==> src/design/phcr_cfg.svh <==
// Offsets, field positions, fixed values and reset values of the configuration header registers.
`ifndef PHCR_CFG_SVH
`define PHCR_CFG_SVH

// ----------------------------------------------------------------------------
// Configuration double-word and byte offsets
// ----------------------------------------------------------------------------
`define PHCR_OFS_HDR_DW 8'h0C
`define PHCR_OFS_HDR_BYTE 8'h0E
`define PHCR_OFS_CTRL_BASE 8'h10
`define PHCR_OFS_VEXT_BASE 8'h14
`define PHCR_OFS_CARD_BASE 8'h18
`define PHCR_OFS_CARD_PTR 8'h28
`define PHCR_OFS_SUBSYS 8'h2C
`define PHCR_OFS_CAP_PTR 8'h34
`define PHCR_OFS_PM_CAP 8'h44
`define PHCR_OFS_PM_CTRL 8'h48

// ----------------------------------------------------------------------------
// Field positions and widths
// ----------------------------------------------------------------------------
`define PHCR_ADDR_W 8
`define PHCR_DATA_W 32
`define PHCR_BE_W 4
`define PHCR_DW_LSB 2
`define PHCR_CTRL_LSB 11
`define PHCR_CTRL_W 21
`define PHCR_VEXT_LSB 14
`define PHCR_VEXT_W 18
`define PHCR_HDR_LSB 16
`define PHCR_BIST_LSB 24
`define PHCR_SSDEV_LSB 16
`define PHCR_SSVEN_LSB 0
`define PHCR_ID_W 16
`define PHCR_SINGLE_FN_BIT 23

// ----------------------------------------------------------------------------
// Fixed values and reset values
// ----------------------------------------------------------------------------
`define PHCR_BIST_VAL 8'h00
`define PHCR_HDR_TYPE_VAL 8'h00
`define PHCR_CAP_PTR_VAL 8'h44
`define PHCR_ZERO_WORD 32'h0000_0000
`define PHCR_CTRL_SIZE_PAT 32'hFFFF_F800
`define PHCR_VEXT_SIZE_PAT 32'hFFFF_C000
`define PHCR_ALL_ONES 32'hFFFF_FFFF
`define PHCR_BE_ALL 4'hF
`define PHCR_SUBSYS_RST 32'h0000_0000

`endif

==> src/design/phcr_pkg.sv <==
// Types shared by the configuration header register modules.
`include "phcr_cfg.svh"

package phcr_pkg;

    // Which register of the header a configuration access hits.
    typedef enum logic [2:0] {
        PHCR_SEL_NONE = 3'b000,
        PHCR_SEL_HDR = 3'b001,
        PHCR_SEL_CTRL = 3'b010,
        PHCR_SEL_VEXT = 3'b011,
        PHCR_SEL_CARD = 3'b100,
        PHCR_SEL_SUBSYS = 3'b101,
        PHCR_SEL_CAPP = 3'b110
    } phcr_sel_e;

    typedef logic [`PHCR_ADDR_W-1:0] phcr_addr_t;
    typedef logic [`PHCR_DATA_W-1:0] phcr_word_t;
    typedef logic [`PHCR_BE_W-1:0] phcr_be_t;

    typedef struct packed {
        logic [`PHCR_CTRL_W-1:0] ctrl_upper;
        logic [`PHCR_VEXT_W-1:0] vext_upper;
        phcr_word_t rdata;
        logic rvalid;
        phcr_sel_e rd_sel;
        logic function_reset_in_meta;
        logic function_reset_in_sync;
    } phcr_state_s;

    typedef struct packed {
        phcr_word_t ident;
    } phcr_subsys_state_s;

endpackage

==> src/design/phcr_ssid_if.sv <==
// Signals between the header register bank and its subsystem identity holder.
`timescale 1ns/1ps

interface phcr_ssid_if;
    import phcr_pkg::*;
    logic eeprom_load;
    phcr_word_t eeprom_data;
    logic access_wr;
    phcr_word_t access_data;
    logic func_reset;
    phcr_word_t ident;

    modport keeper (
        input eeprom_load,
        input eeprom_data,
        input access_wr,
        input access_data,
        input func_reset,
        output ident
    );

    modport user (
        output eeprom_load,
        output eeprom_data,
        output access_wr,
        output access_data,
        output func_reset,
        input ident
    );
endinterface

==> src/design/phcr_subsys_id.sv <==
// Holder of the subsystem device and vendor identifiers.
`timescale 1ns/1ps
`include "phcr_cfg.svh"

module phcr_subsys_id (
    // Clock and fundamental reset
    input wire logic clk,
    input wire logic rstn,
    // Load sources and identity out
    phcr_ssid_if.keeper ssid
);
    import phcr_pkg::*;

    phcr_subsys_state_s st_reg;
    phcr_subsys_state_s st_next;

    // The access register is written after the serial load has run, so it wins a tie.
    always_comb begin
        st_next = st_reg;
        if (ssid.access_wr) begin
            st_next.ident = ssid.access_data;
        end else if (ssid.eeprom_load) begin
            st_next.ident = ssid.eeprom_data;
        end
    end

    always_ff @(posedge clk) begin
        if (!rstn || ssid.func_reset) begin
            st_reg <= `PHCR_SUBSYS_RST;
        end else begin
            st_reg <= st_next;
        end
    end

    assign ssid.ident = st_reg.ident;
endmodule // phcr_subsys_id

==> src/design/phcr_header_regs.sv <==
// Configuration header register bank from offset 0Eh to 34h.
`timescale 1ns/1ps
`include "phcr_cfg.svh"

// Contract
// - Self-test byte, bits 15-8 of the header-type half, always reads 00h.
// - Header-type byte reads 00h, a standard type-0 header.
// - Bit 7 of the header-type byte reads 0, single-function device.
// - Controller base reads FFFF F800h after all ones written, a 2 KB window.
// - Controller base bits 31-11 are writable and reset to zero.
// - Controller base bits 10-4 always read zero.
// - Controller base bits 3-0 read zero: 32-bit non-prefetchable memory.
// - Vendor-extension base reads FFFF C000h after all ones written, 16 KB window.
// - Vendor-extension base bits 31-14 are writable and reset to zero.
// - Vendor-extension base bits 13-4 always read zero.
// - Vendor-extension base bits 3-0 read zero: 32-bit non-prefetchable memory.
// - Card-information base and pointer registers always read all zeros.
// - Subsystem identity ignores configuration writes; loads from EEPROM or access register.
// - Subsystem device identifier in bits 31-16, vendor identifier in 15-0.
// - Subsystem identifiers cleared only by fundamental or function reset.
// - Capability pointer byte is read-only and returns 44h.
// - Power-management registers sit at double words 44h and 48h.
module phcr_header_regs (
    // Clock and fundamental reset
    input wire logic clk,
    input wire logic rstn,
    // Configuration access
    input wire phcr_pkg::phcr_addr_t cfg_addr,
    input wire logic cfg_rd,
    input wire logic cfg_wr,
    input wire phcr_pkg::phcr_be_t cfg_be,
    input wire phcr_pkg::phcr_word_t cfg_wdata,
    output phcr_pkg::phcr_word_t cfg_rdata,
    output logic cfg_rvalid,
    // Subsystem identity sources
    input wire logic eeprom_id_load,
    input wire phcr_pkg::phcr_word_t eeprom_id_data,
    input wire logic subsys_access_wr,
    input wire phcr_pkg::phcr_word_t subsys_access_data,
    // Function reset pin
    input wire logic function_reset_in,
    // Programmed windows for the memory decoders, and the subsystem identity
    output phcr_pkg::phcr_word_t controller_base_addr,
    output phcr_pkg::phcr_word_t vendor_ext_base_addr,
    output phcr_pkg::phcr_word_t subsys_identity
);
    import phcr_pkg::*;

    // ------------------------------------------------------------------------
    // Decoding helpers
    // ------------------------------------------------------------------------
    // The two low address bits are ignored: every access is one double word.
    function automatic phcr_sel_e phcr_decode(input phcr_addr_t addr);
        phcr_addr_t dw;
        dw = {addr[`PHCR_ADDR_W-1:`PHCR_DW_LSB], 2'b00};
        case (dw)
            `PHCR_OFS_HDR_DW: phcr_decode = PHCR_SEL_HDR;
            `PHCR_OFS_CTRL_BASE: phcr_decode = PHCR_SEL_CTRL;
            `PHCR_OFS_VEXT_BASE: phcr_decode = PHCR_SEL_VEXT;
            `PHCR_OFS_CARD_BASE: phcr_decode = PHCR_SEL_CARD;
            `PHCR_OFS_CARD_PTR: phcr_decode = PHCR_SEL_CARD;
            `PHCR_OFS_SUBSYS: phcr_decode = PHCR_SEL_SUBSYS;
            `PHCR_OFS_CAP_PTR: phcr_decode = PHCR_SEL_CAPP;
            default: phcr_decode = PHCR_SEL_NONE;
        endcase
    endfunction

    // Byte-lane merge shared by both base address registers.
    function automatic phcr_word_t phcr_merge(input phcr_word_t old, input phcr_word_t wd, input phcr_be_t be);
        phcr_word_t res;
        res = old;
        for (int i = 0; i < `PHCR_BE_W; i++) begin
            if (be[i]) begin
                res[i*8 +: 8] = wd[i*8 +: 8];
            end
        end
        phcr_merge = res;
    endfunction

    // ------------------------------------------------------------------------
    // State
    // ------------------------------------------------------------------------
    phcr_state_s st_reg;
    phcr_state_s st_next;
    phcr_ssid_if ssid ();
    phcr_word_t ctrl_word;
    phcr_word_t vext_word;
    phcr_word_t hdr_word;
    phcr_word_t capp_word;
    phcr_sel_e wr_sel;
    phcr_sel_e rd_sel_now;

    // Low size and type bits are constant zero, so sizing software sees the window.
    assign ctrl_word = {st_reg.ctrl_upper, {`PHCR_CTRL_LSB{1'b0}}};
    assign vext_word = {st_reg.vext_upper, {`PHCR_VEXT_LSB{1'b0}}};
    // Header byte 0Eh sits in the upper half of double word 0Ch; the lower half is outside this bank.
    assign hdr_word = {`PHCR_BIST_VAL, `PHCR_HDR_TYPE_VAL, 16'h0000};
    // The pointer names the power-management block at 44h, followed by 48h.
    assign capp_word = {24'h00_0000, `PHCR_CAP_PTR_VAL};
    assign wr_sel = phcr_decode(cfg_addr);
    assign rd_sel_now = phcr_decode(cfg_addr);

    // ------------------------------------------------------------------------
    // Subsystem identity holder
    // ------------------------------------------------------------------------
    assign ssid.eeprom_load = eeprom_id_load;
    assign ssid.eeprom_data = eeprom_id_data;
    assign ssid.access_wr = subsys_access_wr;
    assign ssid.access_data = subsys_access_data;
    assign ssid.func_reset = st_reg.function_reset_in_sync;

    phcr_subsys_id u_subsys_id (
        .clk(clk),
        .rstn(rstn),
        .ssid(ssid.keeper)
    );

    // ------------------------------------------------------------------------
    // Next state
    // ------------------------------------------------------------------------
    always_comb begin
        phcr_word_t merged;
        merged = `PHCR_ZERO_WORD;
        st_next = st_reg;
        // The reset pin is asynchronous to clk; only the second stage is used.
        st_next.function_reset_in_meta = function_reset_in;
        st_next.function_reset_in_sync = st_reg.function_reset_in_meta;
        st_next.rvalid = cfg_rd;
        if (cfg_rd) begin
            st_next.rd_sel = rd_sel_now;
            case (rd_sel_now)
                PHCR_SEL_HDR: st_next.rdata = hdr_word;
                PHCR_SEL_CTRL: st_next.rdata = ctrl_word;
                PHCR_SEL_VEXT: st_next.rdata = vext_word;
                PHCR_SEL_CARD: st_next.rdata = `PHCR_ZERO_WORD;
                PHCR_SEL_SUBSYS: st_next.rdata = ssid.ident;
                PHCR_SEL_CAPP: st_next.rdata = capp_word;
                default: st_next.rdata = `PHCR_ZERO_WORD;
            endcase
        end
        // Writes to any other register are taken and dropped.
        if (cfg_wr) begin
            case (wr_sel)
                PHCR_SEL_CTRL: begin
                    merged = phcr_merge(ctrl_word, cfg_wdata, cfg_be);
                    st_next.ctrl_upper = merged[`PHCR_DATA_W-1:`PHCR_CTRL_LSB];
                end
                PHCR_SEL_VEXT: begin
                    merged = phcr_merge(vext_word, cfg_wdata, cfg_be);
                    st_next.vext_upper = merged[`PHCR_DATA_W-1:`PHCR_VEXT_LSB];
                end
                default: begin
                    merged = `PHCR_ZERO_WORD;
                end
            endcase
        end
    end

    always_ff @(posedge clk) begin
        if (!rstn) begin
            st_reg <= '0;
        end else begin
            st_reg <= st_next;
        end
    end

    // ------------------------------------------------------------------------
    // Outputs
    // ------------------------------------------------------------------------
    assign cfg_rdata = st_reg.rdata;
    assign cfg_rvalid = st_reg.rvalid;
    assign controller_base_addr = ctrl_word;
    assign vendor_ext_base_addr = vext_word;
    assign subsys_identity = ssid.ident;
endmodule // phcr_header_regs

==> config.mk <==
export PLATFORM = sky130hd
export DESIGN_NAME = phcr_header_regs
export DESIGN_NICKNAME = d
export VERILOG_FILES = /design/src/design/phcr_pkg.sv /design/src/design/phcr_ssid_if.sv /design/src/design/phcr_subsys_id.sv /design/src/design/phcr_header_regs.sv
export VERILOG_INCLUDE_DIRS = /design/src /design/src/design
export SDC_FILE = /design/constraint.sdc
export NUM_CORES = 1
export LEC_CHECK = 0
export BUFFER_PORTS_ARGS = -buffer_cell sky130_fd_sc_hd__clkbuf_2
export CAP_MARGIN = 20
export CORE_MARGIN = 2
export CORE_UTILIZATION = 49
export CTS_CLUSTER_SIZE = 25
export DETAILED_ROUTE_END_ITERATION = 16
export PLACE_DENSITY = 0.94
export SYNTH_ARGS = -nofsm -noshare
export SYNTH_HDL_FRONTEND = slang
export SYNTH_SLANG_ARGS = --single-unit
==> constraint.sdc <==
create_clock -name clk -period 3.1 [get_ports clk]
set_input_delay 0.62 -clock clk [delete_from_list [all_inputs] [get_ports clk]]
set_output_delay 0.62 -clock clk [all_outputs]
set_load 0.05 [all_outputs]
==> impl_metrics.tcl, run 1 <==
set metrics [dict create \
    chipWidth_um 102.9 \
    rsz0062_at_grt "false" \
    crit_arrival_ns 2.41 \
    outcome "complete, no violations" \
    tightest_slew_ns 0.9700 \
    ioPinCount 244 \
    r2r_cells 4 \
    fin_worst_skew_ns 0.01762 \
    synth_seq_cells 106 \
    start_util_pct 49.71 \
    vias_per_cell 5.003 \
    cts_resized 0 \
    yosysWarningCount 0 \
    final_common_cell "clkbuf_2" \
    clkTransAtPathRegs_ns 0.10 \
    wire_per_inst_um 14.73 \
    hold_buffers 0 \
    drtPass1Iterations 4 \
    holdPathStages 1 \
    finalHoldViolations 0 \
    min_from "st_next[0]" \
    first_iter_violations 133 \
    numPortBuffers 204 \
    synth_ff_type "dfxtp_1" \
    coreArea_um2 9639 \
    relSlewSlack_pct 35.04 \
    p_leak_nw 2.654 \
    holdWs_ns 0.4474 \
    yosysSeqAreaShare_pct 44.28 \
    cts.path.max_buffers 2 \
    yosysUniqueCellTypes 24 \
    worstPathRequired_ns 3.35 \
    final_layout_size_suffix_gt1_share_pct 33.24 \
    syn_area_um2 4792 \
    final.setup.tns_ns 0 \
    start_kind "input pin" \
    postRouteAntennaNets 0 \
    dp_hpwl_um 9556 \
    grt_pass1_wl_um 18690 \
    drc 0 \
    p_per_area_nw_per_um2 438.5 \
    clkSinkCount 106 \
    ys_async_sr_fraction_pct 0 \
    root_buffer "clkbuf_8" \
    cap_viol_max_count 0 \
    postCtsSetupBuffers 0 \
    synth_edf_count 0 \
    htreeDepth 3 \
    r2r-end "cfg_rdata[31]" \
    grt-ovfl-total 0 \
    grt_pass1_vias 3746 \
    antenna_found_initial 0 \
    fin_nets 839 \
    timing.rr.start "controller_base_addr[31]" \
    dieArea_um2 10590 \
    syn_area_per_cell_um2 8.974 \
    critPathMaxFanout 13 \
    synthCells 534 \
    diodes 0 \
    hold-path-endpoint "ssid.func_reset" \
    worst_slack_ns 0.9406 \
    fillCellCount 812 \
    hold_path.class "flip-flop to flip-flop" \
    multi_input_area_um2 2434 \
    finalCriticalPeriod_ns 2.159 \
    pre_cts_slack_ns 0.5750 \
    fmax_mhz 463.1 \
    slew_viol_final 0 \
    via_count 4308 \
    period_share_pct 69.66 \
    areaGrowthSynthToFinish_pct 25.85 \
    track_usage_pct 22.73 \
    routed_wl_um 12690 \
    setup_viol 0 \
    cts_tree "yes" \
    grt_max_degree 65 \
    final_cell_mix "204 x clkbuf_2, 106 x dfxtp_1, 89 x mux2i_1" \
    rows 36 \
    regToRegSetupSlack_ns 2.04 \
    clock_latency_ns 0.36 \
    die_h_um 102.9 \
    critPathKind "input pin to flip-flop" \
    gp_congestion 0.7911 \
    register_area_um2 2122 \
    end_kind "flip-flop" \
    irDropWorstVdd_mv 0.2335 \
    cts_buffers 9 \
]
## critical path, cell delays in order
cell	delay (ns)
clkbuf_2	0.11
or4b_1	0.54
buf_4	0.22
nor4_4	0.41
buf_4	0.25
mux2i_1	0.20
nor2b_1	0.06
## flip-flops by register name, indices dropped and copies added (netlist names)
| name | cells |
|---|---|
| cfg_rdata | 32 |
| u_subsys_id.ssid.ident | 32 |
| controller_base_addr | 21 |
| vendor_ext_base_addr | 18 |
| cfg_rvalid | 1 |
| ssid.func_reset | 1 |
| st_next | 1 |
## layout make-up
cell class | instances | share of cell area (%)
Timing Repair Buffer | 219 | 18.80
Clock inverter | 5 | 0.6224
Tap cell | 133 | 2.759
Clock buffer | 10 | 2.282
Sequential cell | 106 | 35.19
Multi-Input combinational cell | 388 | 40.35
## routing by layer
metal	up-vias	part of all wire (%)	global-route usage [%]	wire length [um]
met5	-	0	0	0
met1	1972	44	29.63	5586
met2	173	48	38.61	6115
li1	2143	-	-	-
met3	20	6.2	3.797	785
met4	0	1.6	6.984	199
## synth_stat cells (2+ instances only)
cell type / number / area [um2]
nor4_4: 3 / 63.81
o21ai_0: 24 / 120.1
and2_1: 3 / 18.77
buf_4: 25 / 187.7
a21boi_0: 9 / 67.56
clkbuf_1: 27 / 101.4
nor2b_1: 41 / 256.5
nand2_1: 27 / 101.4
buf_2: 4 / 20.02
mux2i_1: 89 / 890.9
buf_1: 7 / 26.28
nor4b_1: 2 / 17.52
nand2b_1: 11 / 68.82
nor2_1: 66 / 247.7
a21oi_1: 52 / 260.3
a22oi_1: 3 / 22.52
nand3_1: 10 / 50.05
dfxtp_1: 106 / 2122
nor3_1: 20 / 100.1
## how the worst max path moves through the flow
stage / depth (start not counted) / to / slack, ns / startpoint
2_1_floorplan: 5 / controller_base_addr[16] / 0.88 / cfg_addr[7]
3_3_place_gp: 7 / controller_base_addr[20] / 0.63 / cfg_addr[7]
3_5_place_dp: 7 / controller_base_addr[17] / 0.57 / cfg_addr[7]
4_1_cts: 7 / controller_base_addr[17] / 0.97 / cfg_addr[7]
5_1_grt: 7 / controller_base_addr[16] / 0.87 / cfg_addr[7]
6_report: 7 / controller_base_addr[17] / 0.94 / cfg_addr[7]
## metrics by stage
stage / util (%) / std cells / power (mW) / area [um2]
floorplan: - / 558 / 1.780 / 4882
global placement: 60.75 / 846 / 1.877 / 5856
detailed placement: 60.75 / 846 / 1.885 / 5856
CTS: 62.56 / 861 / 2.670 / 6031
global route: 62.56 / 861 / 2.761 / 6031
finish: 62.56 / 861 / 2.645 / 6031
## logic make-up (layout without fill, tap and decap cells)
kind of cell           Yosys count  count (layout)  share of synthesized area, %
AND/OR/NAND/NOR                186             186                         20.00
flip-flops                     106             106                         44.28
other                            1              25                       0.07825
AO/OA/AOI/OAI                   88              88                         9.817
multiplexers                    89              89                         18.59
buffers and inverters           64             234                         7.233
## where the power goes
| group | internal [mW] | total, mW | switching (mW) |
|---|---|---|---|
| combinational | 0.132 | 0.439 | 0.307 |
| clock | 0.315 | 0.790 | 0.474 |
| sequential | 1.39 | 1.42 | 0.0244 |
(Power assumes the default switching activity.)
==> run 2, diff against run 1 <==
ABC_AREA = 1   (was not set)
CORE_UTILIZATION = 46   (was 49)
PLACE_DENSITY = 0.89   (was 0.94)
clock period = 2.2 ns   (was 3.1 ns; I/O delays follow)
==> run 2 against run 1 <==
Non-clock buffer count stayed put. Total power is 49% higher. Sequential power is 42% higher. Synthesized cell count is 35% higher. Register-to-register slack worse by 0.95 ns. Via count is 23% higher. Worst setup slack worse by 0.36 ns. Sequential share of layout area is 0.81 points lower. Synthesized area is 4.0% higher. Hold slack worse by 0.19 ns. Clock-buffer cell count stayed put. Final area is 2.4% higher. Largest power group unchanged.
==> impl_metrics.tcl, run 2 <==
set metrics [dict create \
    die_h_um 108.1 \
    synth_ff_type "dfxtp_1" \
    cts.path.max_buffers 2 \
    grt-ovfl-total 0 \
    p_leak_nw 3.145 \
    grt_pass1_wl_um 23360 \
    final_core_util_pct 57.71 \
    start_util_pct 46.58 \
    crit_arrival_ns 1.18 \
    grt_pass1_vias 4576 \
    synth.most_common_cell "nand2_1" \
    final_common_cell "clkbuf_2" \
    yosysWarningCount 0 \
    synthCells 719 \
    syn_area_um2 4984 \
    numPortBuffers 204 \
    fmax_mhz 616.4 \
    gp_congestion 0.9395 \
    setup_viol 0 \
    start_kind "flip-flop" \
    yosysSeqAreaShare_pct 42.58 \
    fin_nets 1019 \
    ioPinCount 244 \
    first_iter_violations 543 \
    cp_slowest_cell "dfxtp_1" \
    track_usage_pct 25.70 \
    synth_edf_count 0 \
    outcome "complete, no violations" \
    crit_buf_inv 1 \
    critPathKind "flip-flop to primary output" \
    fin_worst_skew_ns 0.01742 \
    synth_top_area_share_pct 42.58 \
    slowest_delay_ns 0.49 \
    hold_path.class "input pin to flip-flop" \
    coreArea_um2 10700 \
    synth_seq_cells 106 \
    dp_cells 1033 \
    cp_top_family "flip-flops" \
    end_kind "primary output" \
    antenna_found_initial 0 \
    areaGrowthSynthToFinish_pct 23.88 \
    htreeDepth 3 \
    wire_per_inst_um 14.63 \
    postRouteAntennaNets 0 \
    power_mw 3.948 \
    via_count 5317 \
    cts_buffers 9 \
    synth_commonest_cells "130 x nand2_1, 106 x dfxtp_1, 96 x nor2_1" \
    placed_area_um2 5974 \
    clkSinkCount 106 \
    clock_latency_ns 0.37 \
    fin_cells 1049 \
    final_layout_size_suffix_gt1_share_pct 27.39 \
    ys_async_sr_fraction_pct 0 \
    period_share_pct 73.74 \
    chipWidth_um 108.1 \
    finalHoldViolations 0 \
    cts_resized 0 \
    rsz0062_at_grt "false" \
    fillCellCount 1042 \
    drc 0 \
    cap_viol_max_count 0 \
    root_buffer "clkbuf_8" \
    dp_hpwl_um 11640 \
    crit_chain "clkbuf_2" \
    finalCriticalPeriod_ns 1.622 \
    slew_viol_final 0 \
    drtPass1Iterations 5 \
    worst_slack_ns 0.5777 \
    final_cell_mix "204 x clkbuf_2, 130 x nand2_1, 106 x dfxtp_1" \
    postCtsSetupBuffers 0 \
    holdWs_ns 0.2553 \
    yosysUniqueCellTypes 23 \
    syn_area_per_cell_um2 6.931 \
    final.setup.tns_ns 0 \
    rows 38 \
    pre_cts_slack_ns 0.4311 \
    tightest_slew_ns 0.7290 \
    clkTransAtPathRegs_ns 0.10 \
    relSlewSlack_pct 51.34 \
    final_cell_area_um2 6173 \
    cts_tree "yes" \
    routed_wl_um 15350 \
    grt_max_degree 52 \
    hold_buffers 0 \
    dieArea_um2 11680 \
    p_per_area_nw_per_um2 639.6 \
    worstPathRequired_ns 1.76 \
    diodes 0 \
    irDropWorstVdd_mv 0.3023 \
    critPathMaxFanout 3 \
    vias_per_cell 5.069 \
    synth_area_leaders "dfxtp_1 43%, nand2_1 9.8%, o21ai_0 7.6%" \
    synth_top_area_cell "dfxtp_1" \
]
[run 2: logic make-up (layout without fill, tap and decap cells)]
family	Yosys count	in the layout	share of synthesized area (%)
buf+inv	150	316	14.44
flops	106	106	42.58
compound gates	131	131	14.06
simple gates	331	331	28.85
other cells	1	25	0.07525
[run 2: final cells by class]
type	count	area [um2]	share of cell area, %
multi-input combinational	487	2240	36.28
sequential	106	2122	34.37
timing repair buffer	219	1134	18.36
inverter	81	304.0	4.925
tap	140	175.2	2.837
clock buffer	10	127.6	2.067
clock inverter	6	71.32	1.155
[run 2: path summary, 6_finish.rpt]
kind,from,to,slack (ns),cells after the start
min reg2reg,st_next[0],ssid.func_reset,0.43,2
max,u_subsys_id.ssid.ident[31],subsys_identity[31],0.58,1
max reg2reg,ssid.func_reset,u_subsys_id.ssid.ident[25],1.09,4
min,function_reset_in,st_next[0],0.26,3
[run 2: power breakdown]
part | switching, mW | total [mW] | leakage, nW | internal (mW)
clock network | 0.694 | 1.24 | 0.0992 | 0.542
logic | 0.521 | 0.695 | 2.18 | 0.174
registers | 0.0464 | 2.02 | 0.863 | 1.97
[run 2: per-layer routing]
| metal | share of wire (%) | GRT usage [%] | vias to the layer above |
|---|---|---|---|
| met5 | 0 | 0 | - |
| met2 | 48 | 42.59 | 261 |
| met4 | 2.5 | 9.158 | 0 |
| met1 | 42 | 33.74 | 2392 |
| li1 | - | - | 2639 |
| met3 | 8.0 | 4.461 | 25 |
[run 2: tightest hold or removal path: cells and delay by family]
kind                   cells  cell delay (ns)
buffers and inverters      2             0.11
AND/OR/NAND/NOR            1             0.04
==> run 3, diff against run 2 <==
clock period = 1.6 ns   (was 2.2 ns; I/O delays follow)
==> run 3 against run 2 <==
Global-route usage is 0.43 points lower. Via count increased by 0.53%. Final cell count is 1.3% higher. Total power rose by 33%. Sequential cell count unchanged. Register-to-register slack lost 0.51 ns. Highest routed layer unchanged. Worst setup slack worse by 0.46 ns. Wire length is 2.0% lower. Utilization grew 1.0 points. Combinational power is 40% higher. Hold slack got worse by 0.11 ns.
==> impl_metrics.tcl, run 3 (synthesized netlist as in run 2, its figures left out) <==
set metrics [dict create \
    outcome "complete, no violations" \
    coreArea_um2 10700 \
    root_buffer "clkbuf_8" \
    fmax_mhz 675.4 \
    regToRegSetupSlack_ns 0.58 \
    r2r_cells 4 \
    end_kind "primary output" \
    hold_path.class "input pin to flip-flop" \
    final_cell_area_um2 6281 \
    track_usage_pct 25.27 \
    start_util_pct 46.58 \
    setup_viol 0 \
    grt_max_degree 32 \
    slowest_delay_ns 0.48 \
    clkTransAtPathRegs_ns 0.11 \
    wire_per_inst_um 14.15 \
    dp_hpwl_um 11790 \
    critPathKind "flip-flop to primary output" \
    fin_worst_skew_ns 0.01173 \
    timing.rr.start "ssid.func_reset" \
    cp_slowest_cell "dfxtp_1" \
    gp_congestion 0.9336 \
    diodes 0 \
    cts_resized 0 \
    cp_top_family "flip-flops" \
    grt_pass1_vias 4674 \
    final_cell_mix "204 x clkbuf_2, 130 x nand2_1, 106 x dfxtp_1" \
    grt_pass1_wl_um 23200 \
    placed_area_um2 6105 \
    numPortBuffers 204 \
    ioPinCount 244 \
    dieArea_um2 11680 \
    cts.path.max_buffers 2 \
    drtPass1Iterations 5 \
    routed_wl_um 15050 \
    setup.worst_path.start "u_subsys_id.ssid.ident[31]" \
    period_share_pct 92.54 \
    crit_arrival_ns 1.16 \
    worstPathRequired_ns 1.28 \
    clock_latency_ns 0.35 \
    crit_buf_inv 1 \
    clkSinkCount 106 \
    finalHoldViolations 0 \
    final_layout_size_suffix_gt1_share_pct 28.60 \
    final_core_util_pct 58.71 \
    antenna_found_initial 0 \
    grt-ovfl-total 0 \
    p_leak_nw 3.217 \
    final_common_cell "clkbuf_2" \
    die_h_um 108.1 \
    cp-endpoint "subsys_identity[31]" \
    drc 0 \
    rows 38 \
    hold_buffers 0 \
    chipWidth_um 108.1 \
    critPathMaxFanout 3 \
    p_per_area_nw_per_um2 838.5 \
    fin_nets 1033 \
    first_iter_violations 502 \
    cts_buffers 9 \
    postRouteAntennaNets 0 \
    cap_viol_max_count 0 \
    path_depth 1 \
    finalCriticalPeriod_ns 1.481 \
    cts_tree "yes" \
    irDropWorstVdd_mv 0.5330 \
    rsz0062_at_grt "false" \
    crit_chain "clkbuf_2" \
    r2r-end "u_subsys_id.ssid.ident[7]" \
    start_kind "flip-flop" \
    via_count 5345 \
    final.setup.tns_ns 0 \
    postCtsSetupBuffers 0 \
    slew_viol_final 0 \
    htreeDepth 3 \
    areaGrowthSynthToFinish_pct 26.04 \
    vias_per_cell 5.028 \
]
run 3: changes by cell type in the layout (fill, tap and decap cells not counted):
cell       change
bufinv_16      -1
inv_8          -1
clkinv_2       +1
clkinv_4       +2
clkbuf_1       -1
buf_12         +2
buf_4         +12
run 3: power breakdown:
part	leakage [nW]	internal (mW)	total [mW]	switching, mW
combinational	2.26	0.260	0.976	0.716
clock	0.0900	0.579	1.52	0.939
sequential	0.863	2.71	2.77	0.0635
total	3.22	3.55	5.27	1.72
run 3: metrics by stage:
step / worst slack, ns / hold slack, ns / instances / power [mW]
detailed placement: 0.1091 / 0.4019 / 1047 / 3.804
finish: 0.1194 / 0.1449 / 1063 / 5.267
CTS: 0.09216 / 0.1334 / 1063 / 5.306
floorplan: 0.3890 / 0.3905 / 743 / 3.532
global route: 0.07919 / 0.1510 / 1063 / 5.485
global placement: 0.1741 / 0.3971 / 1047 / 3.794
run 3: layer usage:
metal	vias up	GRT usage, %	share of wire [%]
met2	260	41.06	47
li1	2672	-	-
met3	24	5.425	8.0
met1	2389	33.15	42
met4	0	9.066	2.5
met5	-	0	0
run 3: how the worst min path moves through the flow:
stage	startpoint	to	cells past startpoint
finish	function_reset_in	st_next[0]	3
global route	function_reset_in	st_next[0]	3
CTS	function_reset_in	st_next[0]	3
detailed placement	st_next[0]	ssid.func_reset	2
global placement	st_next[0]	ssid.func_reset	2
floorplan	st_next[0]	ssid.func_reset	2
run 3: worst reg2reg max path, cell delays in order (launching register included):
cell	delay, ns
dfxtp_1	0.32
nor2_2	0.24
buf_12	0.21
o21ai_0	0.14
inv_1	0.06
run 3: layout make-up:
cell class	count	area, um2
Fill cell	996	4417
Multi-Input combinational cell	487	2240
Sequential cell	106	2122
Clock inverter	7	52.55
Inverter	81	304.0
Tap cell	140	175.2
Clock buffer	9	123.9
Timing Repair Buffer	233	1264
